--- src/bpz_pkg.sv ---
// Package of constants and types for the two bidirectional ports
package bpz_pkg;
  // Register addresses; bank F offsets carry bank in upper nibble
  localparam logic [11:0] ADDR_PORT2_MODE   = 12'h0F6;
  localparam logic [11:0] ADDR_PORT01_MODE  = 12'h0F8;
  localparam logic [11:0] ADDR_PORT_CONFIG  = 12'hF00;
  localparam logic [11:0] ADDR_PORT0_DATA   = 12'h000;
  localparam logic [11:0] ADDR_PORT2_DATA   = 12'h002;
  localparam logic [11:0] ADDR_WAKE_CTRL    = 12'hF01;
  // Field positions
  localparam int MODE01_LO_NIB = 1;   // 1 = input for low nibble
  localparam int MODE01_HI_NIB = 6;   // 1 = input for high nibble
  localparam int CFG_P0_ODRN   = 2;   // 1 = open drain on first port
  localparam int WAKE_P2_ODRN  = 0;   // 1 = open drain on second port
  localparam int WAKE_DEMOD    = 1;   // Demodulation mode select
  localparam int WAKE_EDGE_SEL = 2;   // Bit zero routed to edge detect
  // Reset values
  localparam logic [7:0] MODE01_RESET = 8'hCF;
  localparam logic [7:0] MODE2_RESET  = 8'hFF;
  localparam logic [7:0] CFG_RESET    = 8'h00;
  localparam logic [7:0] WAKE_RESET = 8'h00;
  localparam logic [7:0] DATA_RESET = 8'h00;

  // Pin triple of an 8-bit two-way port
  typedef struct packed {
    logic [7:0] dout;
    logic [7:0] oe;
    logic [7:0] pull_on;
  } bpz_pin_drv_t;

  // Register bus request
  typedef struct packed {
    logic [11:0] addr;
    logic [7:0]  wdata;
    logic        wr;
    logic        rd;
  } bpz_bus_req_t;

  // Drive an 8-bit port: push-pull drives both levels, open drain only low
  function automatic logic [7:0] drive_oe(input logic [7:0] dir_out,
                                          input logic [7:0] data,
                                          input logic       odrain);
    drive_oe = odrain ? (dir_out & ~data) : dir_out;
  endfunction
endpackage

--- src/bpz_ports.sv ---
// Two 8-bit bidirectional ports with mode, config and wake logic
//
// Chosen here: the register offsets and strobed register access.
`timescale 1ns/1ps
`default_nettype none
module bpz_ports #(
  parameter logic [1:0] P0_PU_OPT = 2'b00, // Build option: pull-up per nibble
  parameter logic       P2_PU_OPT = 1'b0   // Build option: pull-ups on all
) (
  input  wire logic        mclk,
  input  wire logic        rst_n,
  input  wire logic        por_n,
  input  wire logic        stop_mode_recovery,
  input  wire logic [11:0] bus_addr,
  input  wire logic [7:0]  bus_wdata,
  input  wire logic        bus_wr,
  input  wire logic        bus_rd,
  output var  logic [7:0]  bus_rdata,
  input  wire logic [7:0]  first_port_lines_i,
  output var  logic [7:0]  first_port_lines_o,
  output var  logic [7:0]  first_port_lines_oe,
  output var  logic [7:0]  first_port_pullup,
  input  wire logic [7:0]  second_port_lines_i,
  output var  logic [7:0]  second_port_lines_o,
  output var  logic [7:0]  second_port_lines_oe,
  output var  logic [7:0]  second_port_pullup,
  output var  logic        wake_and,
  output var  logic        wake_or,
  output var  logic        edge_detect_in
);
  typedef struct packed {
    logic [7:0] port0_1_mode_reg;
    logic [7:0] port2_mode_reg;
    logic [7:0] port_config_reg;
    logic [7:0] wake_ctrl;
    logic [7:0] p0_data;
    logic [7:0] p2_data;
    logic [7:0] rdata;
    logic       wake_and_q;
    logic       wake_or_q;
    logic       edge_in;
    logic       por_s1;
    logic       por_s2;
    logic       stop_s1;
    logic       stop_s2;
  } bpz_st_t;

  bpz_st_t                st_reg;
  bpz_st_t                st_next;
  logic [7:0]             p0_in;
  logic [7:0]             p2_in;
  logic [7:0]             p0_dir_out;
  logic [7:0]             p2_dir_out;
  logic [7:0]             p0_pu;
  logic [7:0]             p2_pu;
  bpz_pkg::bpz_pin_drv_t  p0_drv;
  bpz_pkg::bpz_pin_drv_t  p2_drv;

  // Pin inputs synchronised
  bpz_sync u_sync_p0 (
    .mclk  (mclk),
    .rst_n (rst_n),
    .d     (first_port_lines_i),
    .q     (p0_in)
  );
  bpz_sync u_sync_p2 (
    .mclk  (mclk),
    .rst_n (rst_n),
    .d     (second_port_lines_i),
    .q     (p2_in)
  );

  // Direction decode: first port per nibble, second per bit
  always_comb begin
    p0_dir_out = {{4{~st_reg.port0_1_mode_reg[bpz_pkg::MODE01_HI_NIB]}},
                  {4{~st_reg.port0_1_mode_reg[bpz_pkg::MODE01_LO_NIB]}}};
    p2_dir_out = ~st_reg.port2_mode_reg;
    p0_pu      = {{4{P0_PU_OPT[1]}}, {4{P0_PU_OPT[0]}}};
    p2_pu      = {8{P2_PU_OPT}};
  end

  // Next state: bus writes, resets from POR and stop recovery, wake gates
  always_comb begin
    st_next        = st_reg;
    st_next.por_s1 = por_n;
    st_next.por_s2 = st_reg.por_s1;
    st_next.stop_s1 = stop_mode_recovery;
    st_next.stop_s2 = st_reg.stop_s1;
    st_next.rdata  = 8'h00;
    if (bus_wr) begin
      case (bus_addr)
        bpz_pkg::ADDR_PORT01_MODE: st_next.port0_1_mode_reg = bus_wdata;
        bpz_pkg::ADDR_PORT2_MODE:  st_next.port2_mode_reg   = bus_wdata;
        bpz_pkg::ADDR_PORT_CONFIG: st_next.port_config_reg  = bus_wdata;
        bpz_pkg::ADDR_WAKE_CTRL:   st_next.wake_ctrl        = bus_wdata;
        bpz_pkg::ADDR_PORT0_DATA:  st_next.p0_data          = bus_wdata;
        bpz_pkg::ADDR_PORT2_DATA:  st_next.p2_data          = bus_wdata;
        default:                   st_next.rdata            = 8'h00;
      endcase
    end
    // Mode and config registers are write-only and read as zero
    if (bus_rd) begin
      case (bus_addr)
        bpz_pkg::ADDR_PORT0_DATA: st_next.rdata = p0_in;
        bpz_pkg::ADDR_PORT2_DATA: st_next.rdata = p2_in;
        bpz_pkg::ADDR_WAKE_CTRL:  st_next.rdata = st_reg.wake_ctrl;
        default:                  st_next.rdata = 8'h00;
      endcase
    end
    // Stop recovery returns first port groups to input
    if (st_reg.stop_s2) begin
      st_next.port0_1_mode_reg[bpz_pkg::MODE01_LO_NIB] = 1'b1;
      st_next.port0_1_mode_reg[bpz_pkg::MODE01_HI_NIB] = 1'b1;
    end
    // Power-on reset: both ports to input
    if (!st_reg.por_s2) begin
      st_next.port0_1_mode_reg = bpz_pkg::MODE01_RESET;
      st_next.port2_mode_reg   = bpz_pkg::MODE2_RESET;
    end
    st_next.wake_and_q = &p2_in;
    st_next.wake_or_q  = |p2_in;
    st_next.edge_in = st_reg.wake_ctrl[bpz_pkg::WAKE_DEMOD]
                      & st_reg.wake_ctrl[bpz_pkg::WAKE_EDGE_SEL] & p2_in[0];
  end

  // State register
  always_ff @(posedge mclk or negedge rst_n) begin
    if (!rst_n) begin
      st_reg                  <= '0;
      st_reg.port0_1_mode_reg <= bpz_pkg::MODE01_RESET;
      st_reg.port2_mode_reg   <= bpz_pkg::MODE2_RESET;
      st_reg.port_config_reg  <= bpz_pkg::CFG_RESET;
      st_reg.wake_ctrl        <= bpz_pkg::WAKE_RESET;
      st_reg.p0_data          <= bpz_pkg::DATA_RESET;
      st_reg.p2_data          <= bpz_pkg::DATA_RESET;
      st_reg.por_s1           <= 1'b1;
      st_reg.por_s2           <= 1'b1;
    end else begin
      st_reg <= st_next;
    end
  end

  // Pad drivers
  bpz_pad_drv u_pad_p0 (
    .mclk    (mclk),
    .rst_n   (rst_n),
    .dir_out (p0_dir_out),
    .data    (st_reg.p0_data),
    .odrain  (st_reg.port_config_reg[bpz_pkg::CFG_P0_ODRN]),
    .pu_opt  (p0_pu),
    .drv     (p0_drv)
  );
  bpz_pad_drv u_pad_p2 (
    .mclk    (mclk),
    .rst_n   (rst_n),
    .dir_out (p2_dir_out),
    .data    (st_reg.p2_data),
    .odrain  (st_reg.wake_ctrl[bpz_pkg::WAKE_P2_ODRN]),
    .pu_opt  (p2_pu),
    .drv     (p2_drv)
  );

  // Outputs from flops
  assign bus_rdata            = st_reg.rdata;
  assign first_port_lines_o   = p0_drv.dout;
  assign first_port_lines_oe  = p0_drv.oe;
  assign first_port_pullup    = p0_drv.pull_on;
  assign second_port_lines_o  = p2_drv.dout;
  assign second_port_lines_oe = p2_drv.oe;
  assign second_port_pullup   = p2_drv.pull_on;
  assign wake_and             = st_reg.wake_and_q;
  assign wake_or              = st_reg.wake_or_q;
  assign edge_detect_in       = st_reg.edge_in;

  // Checks on register decode, pad drive and wake logic

  // First port direction never splits inside a nibble
  a_p0_nibble_dir: assert property (@(posedge mclk) disable iff (!rst_n)
    p0_dir_out[3:0] == {4{p0_dir_out[0]}} && p0_dir_out[7:4] == {4{p0_dir_out[4]}})
    else $error("first port nibble direction split");

  // First port output level follows its data register
  a_p0_dout: assert property (@(posedge mclk) disable iff (!rst_n)
    1'b1 |=> first_port_lines_o == $past(st_reg.p0_data))
    else $error("first port output level wrong");

  // Open drain never drives a one on first port line zero
  a_p0_odrain: assert property (@(posedge mclk) disable iff (!rst_n)
    (st_reg.port_config_reg[bpz_pkg::CFG_P0_ODRN] && p0_dir_out[0] && st_reg.p0_data[0])
    |=> !first_port_lines_oe[0])
    else $error("open drain drove high");

  // Push-pull drives every output line
  a_p0_pushpull: assert property (@(posedge mclk) disable iff (!rst_n)
    (!st_reg.port_config_reg[bpz_pkg::CFG_P0_ODRN] && p0_dir_out == 8'hFF)
    |=> first_port_lines_oe == 8'hFF)
    else $error("push-pull output not driven");

  // Low nibble mode write takes effect next cycle
  a_p0_mode_wr: assert property (@(posedge mclk) disable iff (!rst_n)
    (bus_wr && bus_addr == bpz_pkg::ADDR_PORT01_MODE && !bus_wdata[bpz_pkg::MODE01_LO_NIB]
     && !st_reg.stop_s2 && st_reg.por_s2) |=> p0_dir_out[0])
    else $error("mode write not taken");

  // High nibble mode write takes effect next cycle
  a_p0_hi_dir: assert property (@(posedge mclk) disable iff (!rst_n)
    (bus_wr && bus_addr == bpz_pkg::ADDR_PORT01_MODE && !bus_wdata[bpz_pkg::MODE01_HI_NIB]
     && !st_reg.stop_s2 && st_reg.por_s2) |=> p0_dir_out[4])
    else $error("high nibble mode write not taken");

  // First port direction moves only on a mode write or a forced input
  a_p0_mode_hold: assert property (@(posedge mclk) disable iff (!rst_n)
    (!bus_wr && !st_reg.stop_s2 && st_reg.por_s2) |=> $stable(p0_dir_out))
    else $error("first port direction changed without write");

  // Pull-up off wherever a first port pin is driven
  a_pullup_off: assert property (@(posedge mclk) disable iff (!rst_n)
    (first_port_pullup & first_port_lines_oe) == 8'h00)
    else $error("pull-up on while driving");

  // Pull-up off wherever a second port pin is driven
  a_p2_pullup_off: assert property (@(posedge mclk) disable iff (!rst_n)
    (second_port_pullup & second_port_lines_oe) == 8'h00)
    else $error("second port pull-up on while driving");

  // Stop recovery forces first port input
  a_stop_input: assert property (@(posedge mclk) disable iff (!rst_n)
    st_reg.stop_s2 |=> p0_dir_out == 8'h00)
    else $error("stop recovery left output");

  // First port pull-ups switch per nibble
  a_p0_pu_group: assert property (@(posedge mclk) disable iff (!rst_n)
    first_port_pullup[3:0] == {4{first_port_pullup[0]}}
    && first_port_pullup[7:4] == {4{first_port_pullup[4]}})
    else $error("first port pull-up split in nibble");

  // Second port direction follows its mode bits
  a_p2_bitdir: assert property (@(posedge mclk) disable iff (!rst_n)
    (bus_wr && bus_addr == bpz_pkg::ADDR_PORT2_MODE && st_reg.por_s2)
    |=> p2_dir_out == ~$past(bus_wdata))
    else $error("second port direction wrong");

  // Second port direction moves only on a mode write or power-on reset
  a_p2_mode_hold: assert property (@(posedge mclk) disable iff (!rst_n)
    (!bus_wr && st_reg.por_s2) |=> $stable(p2_dir_out))
    else $error("second port direction changed without write");

  // Second port data register always writable
  a_p2_data_wr: assert property (@(posedge mclk) disable iff (!rst_n)
    (bus_wr && bus_addr == bpz_pkg::ADDR_PORT2_DATA) |=> st_reg.p2_data == $past(bus_wdata))
    else $error("second port data write lost");

  // Second port output level follows its data register
  a_p2_dout: assert property (@(posedge mclk) disable iff (!rst_n)
    1'b1 |=> second_port_lines_o == $past(st_reg.p2_data))
    else $error("second port output level wrong");

  // Second port pin read returns synchronised levels
  a_rd_pins: assert property (@(posedge mclk) disable iff (!rst_n)
    (bus_rd && bus_addr == bpz_pkg::ADDR_PORT2_DATA) |=> bus_rdata == $past(p2_in))
    else $error("second port read wrong");

  // All second port pull-ups follow the option when every line is input
  a_p2_pu_all: assert property (@(posedge mclk) disable iff (!rst_n)
    (p2_dir_out == 8'h00) |=> second_port_pullup == {8{P2_PU_OPT}})
    else $error("second port pull-up option not applied");

  // Open drain on second port never drives a one
  a_p2_odrain: assert property (@(posedge mclk) disable iff (!rst_n)
    st_reg.wake_ctrl[bpz_pkg::WAKE_P2_ODRN]
    |=> (second_port_lines_oe & $past(st_reg.p2_data)) == 8'h00)
    else $error("second port open drain drove high");

  // Push-pull on second port drives every output line
  a_p2_shared_type: assert property (@(posedge mclk) disable iff (!rst_n)
    !st_reg.wake_ctrl[bpz_pkg::WAKE_P2_ODRN] |=> second_port_lines_oe == $past(p2_dir_out))
    else $error("second port push-pull line not driven");

  // Power-on reset forces both ports input
  a_por_input: assert property (@(posedge mclk) disable iff (!rst_n)
    !st_reg.por_s2 |=> p2_dir_out == 8'h00 && p0_dir_out == 8'h00)
    else $error("POR left output");

  // Wake gates follow the synchronised pins
  a_wake_gates: assert property (@(posedge mclk) disable iff (!rst_n)
    ##1 wake_and == &$past(p2_in) && wake_or == |$past(p2_in))
    else $error("wake gate mismatch");

  // No edge tap outside demodulation
  a_edge_tap: assert property (@(posedge mclk) disable iff (!rst_n)
    !st_reg.wake_ctrl[bpz_pkg::WAKE_DEMOD] |=> !edge_detect_in)
    else $error("edge tap outside demodulation");

  // Bit zero reaches the edge tap when selected in demodulation
  a_edge_on: assert property (@(posedge mclk) disable iff (!rst_n)
    (st_reg.wake_ctrl[bpz_pkg::WAKE_DEMOD] && st_reg.wake_ctrl[bpz_pkg::WAKE_EDGE_SEL] && p2_in[0])
    |=> edge_detect_in)
    else $error("edge tap not fed in demodulation");

  // Write-only registers read as zero
  a_wo_read_zero: assert property (@(posedge mclk) disable iff (!rst_n)
    (bus_rd && (bus_addr == bpz_pkg::ADDR_PORT2_MODE || bus_addr == bpz_pkg::ADDR_PORT01_MODE
     || bus_addr == bpz_pkg::ADDR_PORT_CONFIG)) |=> bus_rdata == 8'h00)
    else $error("write-only register readable");
endmodule
`default_nettype wire

--- src/bpz_sync.sv ---
// Two-flop synchroniser for an 8-bit pin group
`timescale 1ns/1ps
`default_nettype none
module bpz_sync (
  input  wire logic       mclk,
  input  wire logic       rst_n,
  input  wire logic [7:0] d,
  output var  logic [7:0] q
);
  typedef struct packed {
    logic [7:0] s1;
    logic [7:0] s2;
  } bpz_sync_st_t;
  bpz_sync_st_t st_reg;
  bpz_sync_st_t st_next;

  // Shift through two stages
  always_comb begin
    st_next    = st_reg;
    st_next.s1 = d;
    st_next.s2 = st_reg.s1;
  end

  // State register
  always_ff @(posedge mclk or negedge rst_n) begin
    if (!rst_n) begin
      st_reg <= '0;
    end else begin
      st_reg <= st_next;
    end
  end

  assign q = st_reg.s2;
endmodule
`default_nettype wire

--- src/bpz_pad_drv.sv ---
// Pad driver for one 8-bit port: direction, driver type, pull-ups
`timescale 1ns/1ps
`default_nettype none
module bpz_pad_drv (
  input  wire logic               mclk,
  input  wire logic               rst_n,
  input  wire logic [7:0]         dir_out,
  input  wire logic [7:0]         data,
  input  wire logic               odrain,
  input  wire logic [7:0]         pu_opt,
  output var  bpz_pkg::bpz_pin_drv_t drv
);
  typedef struct packed {
    bpz_pkg::bpz_pin_drv_t d;
  } bpz_pad_st_t;
  bpz_pad_st_t st_reg;
  bpz_pad_st_t st_next;

  // Compute pin drive from direction and driver type
  always_comb begin
    st_next          = st_reg;
    st_next.d.dout   = data;
    st_next.d.oe     = bpz_pkg::drive_oe(dir_out, data, odrain);
    st_next.d.pull_on = pu_opt & ~dir_out;
  end

  // Registered so pin outputs come from flops
  always_ff @(posedge mclk or negedge rst_n) begin
    if (!rst_n) begin
      st_reg <= '0;
    end else begin
      st_reg <= st_next;
    end
  end

  assign drv = st_reg.d;
endmodule
`default_nettype wire

--- config.mk ---
export PLATFORM = sky130hd
export DESIGN_NAME = bpz_ports
export DESIGN_NICKNAME = d
export VERILOG_FILES = /design/src/bpz_pkg.sv /design/src/bpz_ports.sv /design/src/bpz_sync.sv /design/src/bpz_pad_drv.sv
export SDC_FILE = /design/constraint.sdc
export NUM_CORES = 1
export LEC_CHECK = 0
export ABC_AREA = 1
export ABC_CLOCK_PERIOD_IN_PS = 1100
export BUFFER_PORTS_ARGS = -buffer_cell sky130_fd_sc_hd__buf_2
export CORE_MARGIN = 2
export CORE_UTILIZATION = 48
export DETAILED_ROUTE_END_ITERATION = 16
export GPL_TIMING_DRIVEN = 0
export PLACE_DENSITY_LB_ADDON = 0.1
export SLEW_MARGIN = 20
export SYNTH_ARGS = -nofsm -noshare
export SYNTH_HDL_FRONTEND = slang
export SYNTH_SLANG_ARGS = --single-unit
--- constraint.sdc ---
create_clock -name mclk -period 1.1 [get_ports mclk]
set_input_delay 0.275 -clock mclk [delete_from_list [all_inputs] [get_ports mclk]]
set_output_delay 0.275 -clock mclk [all_outputs]
set_load 0.05 [all_outputs]
=== After elaboration in Yosys (flattened, before gate mapping) ===
Cells that the tools add are included.

* Register bits: 121
* Bits in writable memories: 0
* Memories: 0
* ROM bits: 0
* Latch bits: 0
* Output and inout bits: 59

* Add/subtract/negate cells: 0
* Reduce and logical (&&, ||, !) cells: 9
* $lt $le $gt $ge: 0
* Multiply operators: 0
* Eq/ne operators: 9
* Muxes and demuxes: 14
* Shifts and indexed selects: 0
* Bitwise operators: 9
* Div/mod/pow operators: 0

{| class="wikitable"
|+ Operators with widths
! operator !! number
|-
| 8-bit two-way mux || 8
|-
| 55-bit two-way mux || 1
|-
| 12-bit equality test (second input constant) || 2
|-
| 12-bit by 8-bit equality test with 1-bit output (second input constant) || 2
|-
| 8-bit inverter || 3
|-
| 8-bit one-hot mux with 3 select lines || 1
|-
| 8-bit AND || 2
|-
| 15-bit two-way mux || 1
|-
| 12-bit by 2-bit equality test with 1-bit output (second input constant) || 1
|-
| 12-bit zero test || 1
|-
| 2-bit AND reduction || 6
|-
| 8-bit AND reduction || 1
|-
| 8-bit OR reduction || 1
|-
| 7-bit two-way mux || 1
|-
| 3-bit by 2-bit != test with 1-bit output (second input constant) || 1
|-
| 3-bit != test (second input constant) || 1
|-
| 1-bit AND || 2
|-
| 1-bit two-way mux || 2
|-
| 2-bit by 1-bit != test with 1-bit output (second input constant) || 1
|-
| 2-bit != test (second input constant) || 1
|-
| 1-bit inverter || 2
|}

=== Longest topological paths before layout ===
* Word-level depth: 5
* Mapped depth: 9

=== By module ===
A second synthesis with hierarchy kept.

* Cells, all modules: 440
* Area total of the unflattened synthesis: 4769.6 µm²

{| class="wikitable"
|+ By module, submodules not included
! module !! seq. area each (µm²) !! cells each !! instances !! area each (µm²)
|-
| bpz_ports || 1266.2 || 294 || 1 || 2477.4
|-
| bpz_pad_drv || 600.6 || 57 || 2 || 745.7
|-
| bpz_sync || 400.4 || 16 || 2 || 400.4
|}

=== Worst setup path after synthesis ===
OpenSTA, ideal clock, no wires.

* Path type: input-to-reg
* Start: input bus_addr[5]
* End: register st_reg[25] (netlist bit)
* Path buffers: 1
* Stages on the path: 7
* Library setup time: 123 ps
* Path slack: -104 ps
* Data required time: 977 ps
* Arrival time: 1081 ps
* Path through: nor2_1 nand2_2 nor2_4 nand2_4 buf_6 o21ai_1 o21ai_1

* Longest elaborated chain between the ends: 2

{| class="wikitable"
|+ Ends and longest elaborated chain
! element !! line !! source
|-
| from (decl) || bpz_ports.sv:14 || <nowiki>input wire logic [11:0] bus_addr,</nowiki>
|-
| 12-bit zero test || bpz_ports.sv:91 || <nowiki>case (bus_addr)</nowiki>
|-
| 2-bit AND reduction (no source line) || - ||
|-
| to (signal assigned) || bpz_ports.sv:139 || <nowiki>st_reg <= st_next;</nowiki>
|-
| to (decl) || bpz_ports.sv:48 || <nowiki>bpz_st_t st_reg;</nowiki>
|}

No other way between the ends.
A chain may end at the register's enable or synchronous reset.

=== Final worst setup path ===
* Start: register st_reg, in the netlist bus_rdata[0]
* End: output bus_rdata[0]

{| class="wikitable"
|+ RTL lines
! element !! line !! source
|-
| to (decl) || bpz_ports.sv:18 || <nowiki>output var logic [7:0] bus_rdata,</nowiki>
|}

No word-level cell between the ends.

==> impl_metrics.env <==
export IMPL_effective_utilization_at_floorplan=0.4922
export IMPL_max_clock_path_buffers=2
export IMPL_coreArea_mm2=0.008678
export IMPL_count_of_antenna_violating_nets_left_after_detailed_routing=0
export IMPL_timing_critical_path_to_type="output port"
export IMPL_avgViaCountPerCell=4.732
export IMPL_cp_top_family="flip-flops"
export IMPL_num_fill_cells=648
export IMPL_cp_slowest_stage_delay_ps=400
export IMPL_cap_viol_max_count=0
export IMPL_antenna_cells=0
export IMPL_cts_num_sinks=114
export IMPL_cp_max_fo=1
export IMPL_status="complete, but fails checks"
export IMPL_wl_met1_um=3469
export IMPL_grt_antenna_before_repair=0
export IMPL_finish_net_count=549
export IMPL_synthDistinctLibCells=27
export IMPL_pre_cts_ws_ps=-387.0
export IMPL_post_cts_setup_buffer_count=0
export IMPL_design_power_total_mw=10.19
export IMPL_whs_ps=44.90
export IMPL_vdd_ir_drop_worst_v=0.001187
export IMPL_timing_final_ws_setup_ps=-231.9
export IMPL_netlist_top_cells_count="dfrtp_1 (102), nand2_1 (64), nand3_1 (39)"
export IMPL_worstSkewPairLatency_ps=500
export IMPL_clock_root_buffer="clkbuf_8"
export IMPL_cts_buffer_count=17
export IMPL_power_density_mw_per_mm2=1709
export IMPL_port_buffers=84
export IMPL_fin_skew_ps=4.278
export IMPL_hpwlAfterDp_um=5900
export IMPL_yosys_register_bits=114
export IMPL_stdcell_area_mm2=0.005964
export IMPL_syn_instance_count=379
export IMPL_rows=34
export IMPL_tritoncts="built"
export IMPL_chipWidth_um=98.34
export IMPL_area_of_the_mapped_netlist_mm2=0.004272
export IMPL_synthesis_area_per_instance_um2=11.27
export IMPL_critPathRequiredTime_ps=820
export IMPL_cell_with_the_largest_stage_delay_on_the_worst_path="dfrtp_1"
export IMPL_final_seq_area_mm2=0.002868
export IMPL_track_usage=0.1966
export IMPL_largest_register_ffs=37
export IMPL_post_synth_top_area_fraction=0.5975
export IMPL_synth_largest_area_cell="dfrtp_1"
export IMPL_die_height_um=98.34
export IMPL_detail_route_wl_per_cell_um=13.85
export IMPL_async_flop_share=1.000
export IMPL_overflow=0
export IMPL_layout_min_cycle_time_ps=1332
export IMPL_report_final_hold_viol_count=0
export IMPL_route_final_wire_length_um=8695
export IMPL_drt_pass1_iterations=4
export IMPL_violated_checks="negative setup slack"
export IMPL_cts_htree_levels=4
export IMPL_hold_path_class="in -> reg"
export IMPL_area_growth_synth_to_finish_pct=39.63
export IMPL_multi_input_area_mm2=0.001145
export IMPL_cp_data_arrival_time_ps=1060
export IMPL_grt_pass1_wl_um=14560
export IMPL_crit_type="reg -> out"
export IMPL_setup_viol=43
export IMPL_dr_first_iter_drc_count=126
export IMPL_critical_path_cell_chain="buf_8"
export IMPL_critPathLaunchType="flip-flop"
export IMPL_number_of_synthesized_flops_with_an_enable_pin=0
export IMPL_static_leakage_power_nw=3.074
export IMPL_post_route_cells_drive_above_1_share=0.3596
export IMPL_worst_path_buf_inv=1
export IMPL_routed_wl_met3_um=316
export IMPL_yosys_top_cells_area="dfrtp_1 (60%), dfstp_2 (7.4%), nand2_1 (5.6%)"
export IMPL_detailed_place_area_mm2=0.004959
export IMPL_route_top_layer_used="met4"
export IMPL_floorplan_die_area_mm2=0.009670
export IMPL_ys_warn_count=0
export IMPL_cts_clk_slew_worst_paths_ps=50
export IMPL_detailroute_wirelength_met2_um=4787
export IMPL_most_common_cell_in_the_netlist="dfrtp_1"
export IMPL_drc_errors=0
export IMPL_synth_top_flop_cell="dfrtp_1"
export IMPL_grt_setup_unrepaired="true"
export IMPL_slew_viol_final=0
export IMPL_number_of_global_route_vias_before_repair=3102
export IMPL_synth_seq_area_share=0.6714
export IMPL_io_pin_count=101
export IMPL_dr_total_vias=2972
export IMPL_fmax_mhz=750.8
export IMPL_gp_routability_congestion=0.8545
export IMPL_grt_max_degree=69
export IMPL_fin_crit_sh=1.211
-- path summary, 6_finish.rpt --
check | start | to | slack (ps) | cells after the start
hold / removal | bus_rd | bus_rdata[6] | 40 | 3
setup reg to reg | st_reg[2] | st_reg[56] | 60 | 3
min in group asynchronous | rst_n | u_pad_p0.drv[19] | 260 | 2
setup / recovery | bus_rdata[0] | bus_rdata[0] | -230 | 1
hold reg to reg | u_sync_p2.st_next[2] | u_sync_p2.q[2] | 350 | 0
max in group asynchronous | rst_n | st_next[2] | 130 | 3
-- cell usage in the layout (no fill, tap or decap), types with 3 or more instances in the layout --
master | Yosys | layout
inv_1 | 24 | 23
buf_8 | 0 | 9
inv_2 | 2 | 3
dfstp_2 | 12 | 12
nand3_1 | 39 | 39
clkbuf_8 | 0 | 3
bufinv_16 | 0 | 3
o21ai_1 | 10 | 12
nand2_4 | 2 | 3
buf_6 | 4 | 39
dfrtp_1 | 102 | 102
buf_4 | 24 | 16
clkinv_2 | 0 | 6
o21ai_0 | 14 | 12
nand2_1 | 64 | 64
clkbuf_1 | 3 | 3
clkbuf_16 | 0 | 16
nor2_4 | 4 | 9
conb_1 | 1 | 16
o21ai_2 | 10 | 10
nor2_1 | 25 | 23
buf_2 | 1 | 41
dlygate4sd3_1 | 0 | 19
a21oi_1 | 16 | 16
nand2_2 | 7 | 6
-- metrics by stage --
stage               TNS, ps    util  instances
floorplan            -560.2       -        394
global placement    -170600  0.5675        586
detailed placement   -12370  0.5714        587
CTS                   -9642  0.6873        628
global route         -10470  0.6873        628
finish                -8550  0.6873        628
-- cell families (layout without fill, tap and decap cells) --
kind of cell | after synthesis | in the layout | share of synthesized area
flops | 114 | 114 | 0.6714
buf+inv | 60 | 186 | 0.08201
other cells | 1 | 16 | 0.0008779
simple gates | 154 | 154 | 0.1784
compound gates | 50 | 50 | 0.06737
-- final cells by class --
| type | count | area share |
|---|---|---|
| Sequential cell | 114 | 0.4808 |
| Multi-Input combinational cell | 220 | 0.1919 |
| Timing Repair Buffer | 104 | 0.1582 |
| Clock buffer | 21 | 0.07531 |
| Buffer | 23 | 0.03063 |
| Clock inverter | 11 | 0.02266 |
| Tap cell | 108 | 0.02266 |
| Inverter | 27 | 0.01783 |
-- layer usage --
layer | vias up | GRT usage
li1 | 1442 | -
met1 | 1438 | 0.2258
met2 | 78 | 0.3464
met3 | 14 | 0.06156
met4 | 0 | 0.07060
met5 | - | 0
-- what timing repair did --
| action | 4_1_cts | 5_1_grt |
|---|---|---|
| endpoints found under the setup margin | 46 | 43 |
| cloned | 0 | 0 |
| resized for setup | 94 | 0 |
| hold endpoints to repair | 59 | 0 |
| hold buffers | 19 | 0 |
-- power by group --
part           switching [mW]  leakage, nW  internal (mW)  total, mW
Combinational           0.374         1.34          0.191      0.565
Clock                    1.77        0.287           3.54       5.31
Sequential             0.0377         1.45           4.28       4.32
Power figures use the tool's default switching activity.
